### config.mk
export PLATFORM = sky130hd
export DESIGN_NAME = casd_datapath
export DESIGN_NICKNAME = d
export VERILOG_FILES = /design/src/hw/casd_pkg.sv /design/src/hw/casd_alu_half.sv /design/src/hw/casd_datapath.sv
export SDC_FILE = /design/constraint.sdc
export NUM_CORES = 1
export LEC_CHECK = 0
export ABC_AREA = 1
export BUFFER_PORTS_ARGS = -buffer_cell sky130_fd_sc_hd__buf_4
export CAP_MARGIN = 5
export CORE_MARGIN = 8
export CORE_UTILIZATION = 55
export DETAILED_ROUTE_END_ITERATION = 16
export PLACE_DENSITY = 0.85
export RECOVER_POWER = 50
export SLEW_MARGIN = 20
export SYNTH_ARGS = -nofsm -noshare
export SYNTH_HDL_FRONTEND = slang
export SYNTH_SLANG_ARGS = --single-unit
### constraint.sdc
create_clock -name sys_clk -period 8.36 [get_ports sys_clk]
set_input_delay 1.672 -clock sys_clk [delete_from_list [all_inputs] [get_ports sys_clk]]
set_output_delay 1.672 -clock sys_clk [all_outputs]
set_load 0.01 [all_outputs]
### src/hw/casd_pkg.sv
package casd_pkg;

  // Datapath widths.
  localparam int unsigned WORD_W = 16;
  localparam int unsigned BYTE_W = 8;
  localparam int unsigned IP_W = 15;
  localparam int unsigned ADDR_W = 8;

  // Register byte offsets on the APB slave.
  localparam logic [7:0] OFS_OPA = 8'h00;
  localparam logic [7:0] OFS_OPB = 8'h04;
  localparam logic [7:0] OFS_CMD = 8'h08;
  localparam logic [7:0] OFS_RESULT = 8'h0c;
  localparam logic [7:0] OFS_FLAGS = 8'h10;
  localparam logic [7:0] OFS_IP = 8'h14;
  localparam logic [7:0] OFS_FETCH = 8'h18;
  localparam logic [7:0] OFS_ACCESS = 8'h1c;

  // Reset values.
  localparam logic [15:0] FLAGS_RST = 16'h0000;
  localparam logic [14:0] IP_RST = 15'h0000;
  localparam logic [15:0] WORD_RST = 16'h0000;
  localparam logic [31:0] PRDATA_RST = 32'h0000_0000;

  // Flag positions as vector indices; word bit n sits at index 15 - n.
  localparam int unsigned FB_LGT = 15;
  localparam int unsigned FB_AGT = 14;
  localparam int unsigned FB_SAME = 13;
  localparam int unsigned FB_C = 12;
  localparam int unsigned FB_RANGE = 11;
  localparam int unsigned FB_PAR = 10;
  localparam int unsigned FB_X = 9;
  localparam int unsigned FB_TRAP_EN = 5;
  localparam int unsigned FB_MASK_LSB = 0;
  localparam int unsigned MASK_W = 4;

  // Command word fields.
  localparam int unsigned CMD_OP_LSB = 0;
  localparam int unsigned CMD_BYTE_BIT = 4;
  localparam int unsigned CMD_IDX_LSB = 8;

  // Access translation word fields.
  localparam int unsigned ACC_BYTE_BIT = 16;
  localparam int unsigned ACC_LO_BIT = 17;
  localparam int unsigned ACC_HI_BIT = 18;

  typedef enum logic [3:0] {
    OP_ADD = 4'h0,
    OP_SUB = 4'h1,
    OP_AND = 4'h2,
    OP_OR = 4'h3,
    OP_XOR = 4'h4,
    OP_INV = 4'h5,
    OP_NEG = 4'h6,
    OP_CMP = 4'h7,
    OP_STEP = 4'h8,
    OP_SETB = 4'h9,
    OP_CLRB = 4'ha
  } casd_op_t;

endpackage

### src/hw/casd_alu_half.sv
`timescale 1ns/10ps
`default_nettype none

module casd_alu_half (
  // Operands
  input wire logic [7:0] a,
  input wire logic [7:0] b,
  input wire logic carry_in,
  input wire casd_pkg::casd_op_t op,
  // Result
  output logic [7:0] y,
  output logic carry_out,
  output logic sign_ovf
);

  logic [8:0] sum;

  // For subtraction carry_in and carry_out are borrows.
  always_comb begin
    sum = 9'h000;
    y = 8'h00;
    sign_ovf = 1'b0;
    case (op)
      casd_pkg::OP_ADD: begin
        sum = {1'b0, a} + {1'b0, b} + {8'h00, carry_in};
        y = sum[7:0];
        sign_ovf = (a[7] == b[7]) && (y[7] != a[7]);
      end
      casd_pkg::OP_SUB: begin
        sum = {1'b0, a} - {1'b0, b} - {8'h00, carry_in};
        y = sum[7:0];
        sign_ovf = (a[7] != b[7]) && (y[7] != a[7]);
      end
      casd_pkg::OP_AND: y = a & b;
      casd_pkg::OP_OR: y = a | b;
      casd_pkg::OP_XOR: y = a ^ b;
      casd_pkg::OP_INV: y = ~a;
      default: y = a;
    endcase
  end

  assign carry_out = sum[8];

endmodule

`default_nettype wire

### src/hw/casd_datapath.sv
// Functional notes
// - Negate by inverting bits, then adding one.
// - Leftmost bit is sign; negatives two's complement.
// - Carries move up; borrows taken from above.
// - Word is even high byte, odd low byte.
// - Odd word address accesses address minus one.
// - Byte access touches only the addressed byte.
// - Unit adds, subtracts, ANDs, ORs, XORs, complements.
// - Separate comparator drives flag word bits 0-2.
// - Arithmetic built from two cooperating 8-bit halves.
// - Byte operands use upper half; lower ignored.
// - Pointer is 15-bit word address of next.
// - Fetch from pointer, then increment it.
// - Writing pointer redirects execution there.
// - Flag word is full 16-bit, feeds interrupts.
// - Flag bits assigned 0-6 and 10 as listed.
// - Spare bits 7, 8, 9, 11 store freely.
// - Flags testable, bit-updatable, loadable, interrupt-modified.
// - Bit 0 is most significant, 15 least.
`timescale 1ns/10ps
`default_nettype none

module casd_datapath (
  // Clock and reset
  input wire logic sys_clk,
  input wire logic reset,
  // APB slave
  input wire logic psel,
  input wire logic penable,
  input wire logic pwrite,
  input wire logic [7:0] paddr,
  input wire logic [31:0] pwdata,
  output logic [31:0] prdata,
  output logic pready,
  output logic pslverr,
  // Context switch load from the interrupt sequencer
  input wire logic ctx_load,
  input wire logic [15:0] ctx_flags,
  input wire logic [14:0] ctx_ip,
  // Interrupt priority side
  output logic range_trap_enable,
  output logic [3:0] int_mask_level,
  // Instruction fetch
  output logic [15:0] fetch_addr,
  output logic fetch_strobe,
  // Translated memory access
  output logic [15:0] mem_addr,
  output logic mem_hi_en,
  output logic mem_lo_en
);

  logic [31:0] prdata_reg;
  logic pready_reg, pslverr_reg;
  logic [15:0] opa_reg, opb_reg, cmd_reg, result_reg, result_next;
  logic [15:0] processor_flags_word_reg, flags_next;
  logic [14:0] instruction_pointer_reg;
  logic [15:0] fetch_addr_reg, mem_addr_reg;
  logic fetch_strobe_reg, mem_hi_en_reg, mem_lo_en_reg, mem_byte_reg;

  logic apb_wr, cmd_wr, rd_hit, cmd_byte;
  logic [31:0] rd_data;
  casd_pkg::casd_op_t cmd_op, half_op;
  logic [3:0] cmd_idx;
  logic [15:0] half_a, half_b, cmp_x, cmp_y, wdata16;
  logic lo_cin, hi_cin, lo_cout, hi_cout, hi_ovf;
  logic [7:0] lo_y, hi_y, opa_lo;

  // Bit n of the flag word sits at vector index 15 - n.
  function automatic logic [3:0] word_bit(input logic [3:0] n);
    word_bit = 4'hf - n;
  endfunction

  // Byte operands are left aligned so one comparator serves both sizes.
  function automatic logic [15:0] cmp_view(input logic [15:0] v,
                                           input logic byte_mode);
    cmp_view = byte_mode ? {v[15:8], 8'h00} : v;
  endfunction

  assign apb_wr = psel && penable && pready_reg && pwrite;
  assign cmd_wr = apb_wr && (paddr == casd_pkg::OFS_CMD);
  assign cmd_op = casd_pkg::casd_op_t'(pwdata[casd_pkg::CMD_OP_LSB +: 4]);
  assign cmd_byte = pwdata[casd_pkg::CMD_BYTE_BIT];
  assign cmd_idx = pwdata[casd_pkg::CMD_IDX_LSB +: 4];
  assign wdata16 = pwdata[15:0];
  assign opa_lo = opa_reg[7:0];

  // Operand steering into the two halves.
  always_comb begin
    half_op = cmd_op;
    half_a = opa_reg;
    half_b = opb_reg;
    lo_cin = 1'b0;
    if (cmd_op == casd_pkg::OP_NEG) begin
      half_op = casd_pkg::OP_ADD;
      half_a = ~opa_reg;
      half_b = casd_pkg::WORD_RST;
      lo_cin = 1'b1;
    end else if (cmd_op == casd_pkg::OP_CMP) begin
      half_op = casd_pkg::OP_SUB;
    end
  end

  // A byte operation cuts the chain, so the upper half stands alone.
  assign hi_cin = cmd_byte ? lo_cin : lo_cout;

  casd_alu_half u_lo_half (
    .a(half_a[7:0]),
    .b(half_b[7:0]),
    .carry_in(lo_cin),
    .op(half_op),
    .y(lo_y),
    .carry_out(lo_cout),
    .sign_ovf()
  );

  casd_alu_half u_hi_half (
    .a(half_a[15:8]),
    .b(half_b[15:8]),
    .carry_in(hi_cin),
    .op(half_op),
    .y(hi_y),
    .carry_out(hi_cout),
    .sign_ovf(hi_ovf)
  );

  // The lower half's answer is dropped for bytes; the other byte is kept.
  assign result_next = cmd_byte ? {hi_y, opa_reg[7:0]} : {hi_y, lo_y};

  // Comparator, separate from the halves.
  always_comb begin
    if (cmd_op == casd_pkg::OP_CMP) begin
      cmp_x = cmp_view(opa_reg, cmd_byte);
      cmp_y = cmp_view(opb_reg, cmd_byte);
    end else begin
      cmp_x = cmp_view(result_next, cmd_byte);
      cmp_y = casd_pkg::WORD_RST;
    end
  end

  // Next flag word for a command.
  always_comb begin
    flags_next = processor_flags_word_reg;
    if (cmd_op <= casd_pkg::OP_CMP) begin
      flags_next[casd_pkg::FB_LGT] = cmp_x > cmp_y;
      flags_next[casd_pkg::FB_AGT] = $signed(cmp_x) > $signed(cmp_y);
      flags_next[casd_pkg::FB_SAME] = cmp_x == cmp_y;
    end
    if (cmd_op == casd_pkg::OP_ADD || cmd_op == casd_pkg::OP_NEG) begin
      flags_next[casd_pkg::FB_C] = hi_cout;
      flags_next[casd_pkg::FB_RANGE] = hi_ovf;
    end else if (cmd_op == casd_pkg::OP_SUB) begin
      // Carry reads as no borrow out of the top.
      flags_next[casd_pkg::FB_C] = ~hi_cout;
      flags_next[casd_pkg::FB_RANGE] = hi_ovf;
    end
    if (cmd_byte && cmd_op < casd_pkg::OP_CMP) begin
      flags_next[casd_pkg::FB_PAR] = ^result_next[15:8];
    end
    if (cmd_op == casd_pkg::OP_SETB) begin
      flags_next[word_bit(cmd_idx)] = 1'b1;
    end else if (cmd_op == casd_pkg::OP_CLRB) begin
      flags_next[word_bit(cmd_idx)] = 1'b0;
    end
  end

  // Flag word. A context load takes priority over software.
  always_ff @(posedge sys_clk) begin
    if (reset) begin
      processor_flags_word_reg <= casd_pkg::FLAGS_RST;
    end else if (ctx_load) begin
      processor_flags_word_reg <= ctx_flags;
    end else if (apb_wr && paddr == casd_pkg::OFS_FLAGS) begin
      processor_flags_word_reg <= wdata16;
    end else if (cmd_wr) begin
      processor_flags_word_reg <= flags_next;
    end
  end

  always_ff @(posedge sys_clk) begin
    if (reset) begin
      opa_reg <= casd_pkg::WORD_RST;
      opb_reg <= casd_pkg::WORD_RST;
      cmd_reg <= casd_pkg::WORD_RST;
      result_reg <= casd_pkg::WORD_RST;
    end else begin
      if (apb_wr && paddr == casd_pkg::OFS_OPA) begin
        opa_reg <= wdata16;
      end
      if (apb_wr && paddr == casd_pkg::OFS_OPB) begin
        opb_reg <= wdata16;
      end
      if (cmd_wr) begin
        cmd_reg <= wdata16;
      end
      if (cmd_wr && cmd_op < casd_pkg::OP_CMP) begin
        result_reg <= result_next;
      end
    end
  end

  // Instruction pointer and fetch.
  always_ff @(posedge sys_clk) begin
    if (reset) begin
      instruction_pointer_reg <= casd_pkg::IP_RST;
      fetch_addr_reg <= casd_pkg::WORD_RST;
      fetch_strobe_reg <= 1'b0;
    end else begin
      fetch_strobe_reg <= 1'b0;
      if (ctx_load) begin
        instruction_pointer_reg <= ctx_ip;
      end else if (apb_wr && paddr == casd_pkg::OFS_IP) begin
        instruction_pointer_reg <= pwdata[14:0];
      end else if (cmd_wr && cmd_op == casd_pkg::OP_STEP) begin
        instruction_pointer_reg <= instruction_pointer_reg + 15'h0001;
      end
      if (!ctx_load && cmd_wr && cmd_op == casd_pkg::OP_STEP) begin
        fetch_addr_reg <= {instruction_pointer_reg, 1'b0};
        fetch_strobe_reg <= 1'b1;
      end
    end
  end

  // Memory access translation.
  always_ff @(posedge sys_clk) begin
    if (reset) begin
      mem_addr_reg <= casd_pkg::WORD_RST;
      mem_hi_en_reg <= 1'b0;
      mem_lo_en_reg <= 1'b0;
      mem_byte_reg <= 1'b0;
    end else if (apb_wr && paddr == casd_pkg::OFS_ACCESS) begin
      mem_byte_reg <= pwdata[casd_pkg::ACC_BYTE_BIT];
      if (pwdata[casd_pkg::ACC_BYTE_BIT]) begin
        mem_addr_reg <= wdata16;
        mem_hi_en_reg <= ~pwdata[0];
        mem_lo_en_reg <= pwdata[0];
      end else begin
        mem_addr_reg <= {pwdata[15:1], 1'b0};
        mem_hi_en_reg <= 1'b1;
        mem_lo_en_reg <= 1'b1;
      end
    end
  end

  // Read decode.
  always_comb begin
    rd_data = casd_pkg::PRDATA_RST;
    rd_hit = 1'b1;
    if (paddr == casd_pkg::OFS_OPA) begin
      rd_data[15:0] = opa_reg;
    end else if (paddr == casd_pkg::OFS_OPB) begin
      rd_data[15:0] = opb_reg;
    end else if (paddr == casd_pkg::OFS_CMD) begin
      rd_data[15:0] = cmd_reg;
    end else if (paddr == casd_pkg::OFS_RESULT) begin
      rd_data[15:0] = result_reg;
    end else if (paddr == casd_pkg::OFS_FLAGS) begin
      rd_data[15:0] = processor_flags_word_reg;
    end else if (paddr == casd_pkg::OFS_IP) begin
      rd_data[14:0] = instruction_pointer_reg;
    end else if (paddr == casd_pkg::OFS_FETCH) begin
      rd_data[15:0] = fetch_addr_reg;
    end else if (paddr == casd_pkg::OFS_ACCESS) begin
      rd_data[15:0] = mem_addr_reg;
      rd_data[casd_pkg::ACC_BYTE_BIT] = mem_byte_reg;
      rd_data[casd_pkg::ACC_LO_BIT] = mem_lo_en_reg;
      rd_data[casd_pkg::ACC_HI_BIT] = mem_hi_en_reg;
    end else begin
      rd_hit = 1'b0;
    end
  end

  // Answer is raised at the setup edge, so every access ends after one
  // access cycle and read data never changes while it is being sampled.
  always_ff @(posedge sys_clk) begin
    if (reset) begin
      pready_reg <= 1'b0;
      pslverr_reg <= 1'b0;
      prdata_reg <= casd_pkg::PRDATA_RST;
    end else if (psel && !penable) begin
      pready_reg <= 1'b1;
      pslverr_reg <= !rd_hit;
      prdata_reg <= pwrite ? casd_pkg::PRDATA_RST : rd_data;
    end else begin
      pready_reg <= 1'b0;
      pslverr_reg <= 1'b0;
    end
  end

  assign prdata = prdata_reg;
  assign pready = pready_reg;
  assign pslverr = pslverr_reg;
  assign range_trap_enable =
    processor_flags_word_reg[casd_pkg::FB_TRAP_EN];
  assign int_mask_level =
    processor_flags_word_reg[casd_pkg::FB_MASK_LSB +: casd_pkg::MASK_W];
  assign fetch_addr = fetch_addr_reg;
  assign fetch_strobe = fetch_strobe_reg;
  assign mem_addr = mem_addr_reg;
  assign mem_hi_en = mem_hi_en_reg;
  assign mem_lo_en = mem_lo_en_reg;

  a_neg_invert_add: assert property (@(posedge sys_clk) disable iff (reset)
    cmd_wr && cmd_op == casd_pkg::OP_NEG && !cmd_byte
    |=> result_reg == ~$past(opa_reg) + 16'h0001)
    else $error("negation result wrong");

  a_byte_low_kept: assert property (@(posedge sys_clk) disable iff (reset)
    cmd_wr && cmd_byte && cmd_op < casd_pkg::OP_CMP
    |=> result_reg[7:0] == $past(opa_lo))
    else $error("byte op disturbed low byte");

  a_add_word_carry: assert property (@(posedge sys_clk) disable iff (reset)
    cmd_wr && cmd_op == casd_pkg::OP_ADD && !cmd_byte && !ctx_load
    |=> {processor_flags_word_reg[casd_pkg::FB_C], result_reg} ==
        {1'b0, $past(opa_reg)} + {1'b0, $past(opb_reg)})
    else $error("word add sum or carry wrong");

  a_cmp_equal_flag: assert property (@(posedge sys_clk) disable iff (reset)
    cmd_wr && cmd_op == casd_pkg::OP_CMP && !cmd_byte && !ctx_load
    |=> processor_flags_word_reg[casd_pkg::FB_SAME] ==
        ($past(opa_reg) == $past(opb_reg)))
    else $error("compare equal flag wrong");

  a_cmp_signed_flag: assert property (@(posedge sys_clk) disable iff (reset)
    cmd_wr && cmd_op == casd_pkg::OP_CMP && !cmd_byte && !ctx_load
    |=> processor_flags_word_reg[casd_pkg::FB_AGT] ==
        ($signed($past(opa_reg)) > $signed($past(opb_reg))))
    else $error("compare signed flag wrong");

  a_ip_step_fetch: assert property (@(posedge sys_clk) disable iff (reset)
    cmd_wr && cmd_op == casd_pkg::OP_STEP && !ctx_load
    |=> instruction_pointer_reg == $past(instruction_pointer_reg) + 15'h0001
        && fetch_addr == {$past(instruction_pointer_reg), 1'b0}
        && fetch_strobe ##1 !fetch_strobe)
    else $error("pointer step or fetch wrong");

  a_flags_readback: assert property (@(posedge sys_clk) disable iff (reset)
    apb_wr && paddr == casd_pkg::OFS_FLAGS && !ctx_load
    |=> processor_flags_word_reg == $past(wdata16))
    else $error("flag word load lost bits");

  a_word_even_addr: assert property (@(posedge sys_clk) disable iff (reset)
    mem_hi_en && mem_lo_en |-> !mem_addr[0])
    else $error("word access at odd address");

  a_byte_one_lane: assert property (@(posedge sys_clk) disable iff (reset)
    mem_byte_reg |-> (mem_hi_en ^ mem_lo_en) && (mem_lo_en == mem_addr[0]))
    else $error("byte access enables wrong lane");

  a_apb_one_wait: assert property (@(posedge sys_clk) disable iff (reset)
    psel && !penable |=> pready ##1 !pready)
    else $error("apb answer timing wrong");

endmodule

`default_nettype wire

==> qor.yml <==
dp_slack_ns: 0.120
htreeDepth: 4
port_buffers: 121
ys_seq_area_share_pct: 27.4
final_nets: 1950
busiest_layer: "met2"
initial_utilization_pct: 55.3
worst_slew_pin_slew_ns: 2.04
grt_usage_pct: 31.8
met1_usage_pct: 39.7
synth_compound_area_share_pct: 27.0
row_count: 52
synth_top_family_by_area: "compound AO/OA/AOI/OAI gates"
hold_viol_final: 0
fmax_mhz: 128
slew_violations: 68
tns_ns: 0
period_needed_ns: 7.81
gr-total-overflow: 0
synth.area.mux_share_pct: 0
fin_crit_sh_pct: 93.4
synth_area_sq_um: 11000
post_cts_buffers: 0
cap_violations: 2
fillers: 1912
wl_microns: 40200
critPathMaxFanout: 8
synth-edff-count: 0
routedWlPerCell_microns: 19.3
crit_required_ns: 8.72
largest_reg_flops: 19
path_delay_family: "simple AND/OR/NAND/NOR gates"
ys_ff_latch: 151
synth_top_area_share_pct: 27.4
ctsHoldBuffers: 0
dieArea_sq_um: 24900
via_per_inst: 5.88
syn_to_final_growth_pct: 14.7
synth_common_cells: "nand2_1, inv_1, o21ai_0"
hold_class: "register to register"
drc: 0
max_stage_delay_ns: 0.48
synth.area.top_cells: "dfxtp_1, nand2_1, o21ai_0"
clockBufferDepth: 2
drive_above_1_share_pct: 9.22
place_congestion: 0.961
yosys.area_share.simple_pct: 22.4
synth_flop_cell: "dfxtp_1"
cts.sinks: 151
place_hpwl_microns: 30100
antenna_found_initial: 0
cts_resized: 0
cts_root_buf: "clkbuf_16"
crit_path_start_kind: "input port"
grt_pass1_vias: 11300
worstSetupEndpointType: "register"
syn_avg_cell_area_sq_um: 6.54
p_total_mw: 1.81
met2_usage_pct: 50.5
slew_headroom_pct: -36.3
p_leak_nw: 5.62
status: "complete, but fails checks"
setup_viol: 0
vias: 12200
core_region_area_sq_um: 20000
grt_max_degree: 82
postPlaceCellArea_sq_um: 12300
die_y_microns: 158
rsz0062_at_grt: "false"
fin_skew_ns: 0.0126
cts_tree: "done"
dr.pass1.iters: 6
cpMaxStageDelayCell: "fa_1"
antennaDiodeCount: 0
grt_pass1_wl_microns: 61500
final_antenna_net_count: 0
die-width_microns: 158
numCtsBuffers: 17
cts.clk_slew.worst_paths_ns: 0.07
setup.worst_path.class: "input port to register"
synthArstFlopShare_pct: 0
yosys.area.top_type: "dfxtp_1"
finalWorstSetupSlack_ns: 0.549
powerDensity_nw_per_um2: 143
clkLatencyLatePin_ns: 0.44
met3_usage_pct: 6.09
pin_count: 151
synth.most_common_cell: "nand2_1"
fin_util_pct: 63.4
fin_area_sq_um: 12700
synth_cell_type_count: 49
yosys_warnings: 0
synth_cells: 1689
irDropWorstVdd_mv: 0.132
path_buf_inv: 8
synthAdderAreaFrac_pct: 8.91
yosys.area_share.xor_xnor_pct: 2.46
violations: "capacitance limit, slew limit"
drt_iter0_drc: 1524
worst_ep_arrival_time_ns: 8.17
[cells in the final DEF, fill, tap and decap left out, drive strengths merged]
master	count
o221ai	18
o21bai	4
or2	5
o21ai	191
a311oi	1
bufinv	2
nand3b	2
clkinvlp	2
nand3	78
ha	69
a31oi	5
o211ai	31
buf	104
xor2	25
a211oi	39
a221oi	15
nor3	13
xnor2	6
clkbuf	83
o2111ai	10
nand4	13
a21boi	1
o2111a	1
nand2	311
clkinv	5
a22oi	5
o31ai	1
inv	236
conb	14
nor3b	1
a21oi	174
dfxtp	151
a2111oi	1
o22ai	16
fa	6
and2	1
nor2	171
[final timing paths]
kind	from	to	slack, ns	cells after the start
max	pwdata[0]	processor_flags_word_reg[13]	0.55	43
min reg2reg	prdata[7]	prdata[7]	0.47	2
min	prdata[7]	prdata[7]	0.47	2
max reg2reg	opa_reg[0]	processor_flags_word_reg[13]	1.93	42
[per-layer routing]
layer / vias up / wire length [microns]
li1: 5890 / -
met1: 5479 / 16100
met2: 705 / 17900
met4: 0 / 2310
met5: - / 0
met3: 158 / 3920
[layout make-up]
cell class	count	area (sq um)	area share, %
Clock buffer	18	439	3.47
Clock inverter	14	183	1.44
Inverter	231	867	6.85
Multi-Input combinational cell	1228	6760	53.4
Sequential cell	151	3020	23.9
Tap cell	270	338	2.67
Timing Repair Buffer	169	1060	8.35
[where the power goes]
group,switching [mW],internal (mW),total (mW)
sequential,0.0188,0.730,0.749
combinational,0.163,0.0886,0.251
clock,0.352,0.463,0.815
total,0.533,1.28,1.81
[cells by family (layout without fill, tap and decap cells)]
logic type | after synthesis | count (layout)
XOR/XNOR | 31 | 31
adder cells (fa/ha/maj) | 75 | 75
AND/OR/NAND/NOR | 595 | 595
other | 1 | 14
flip-flops | 151 | 151
buffers and inverters | 323 | 432
AO/OA/AOI/OAI | 513 | 513
[worst reg2reg max path: cells and delay by family, from the launching register on]
kind | cells | cell delay [ns]
simple gates | 20 | 2.16
compound gates | 10 | 1.76
fa+ha+maj | 4 | 1.38
buf+inv | 7 | 0.60
flops | 1 | 0.38
xor+xnor | 1 | 0.08
[stage by stage]
step | cells | hold slack (ns)
final | 2081 | 0.466
after global routing | 2081 | 0.484
after CTS | 2081 | 0.468
after detailed placement | 2049 | 0.457
after global placement | 2049 | 0.454
after floorplan | 1702 | 0.442
Power figures use the tool's default switching activity.
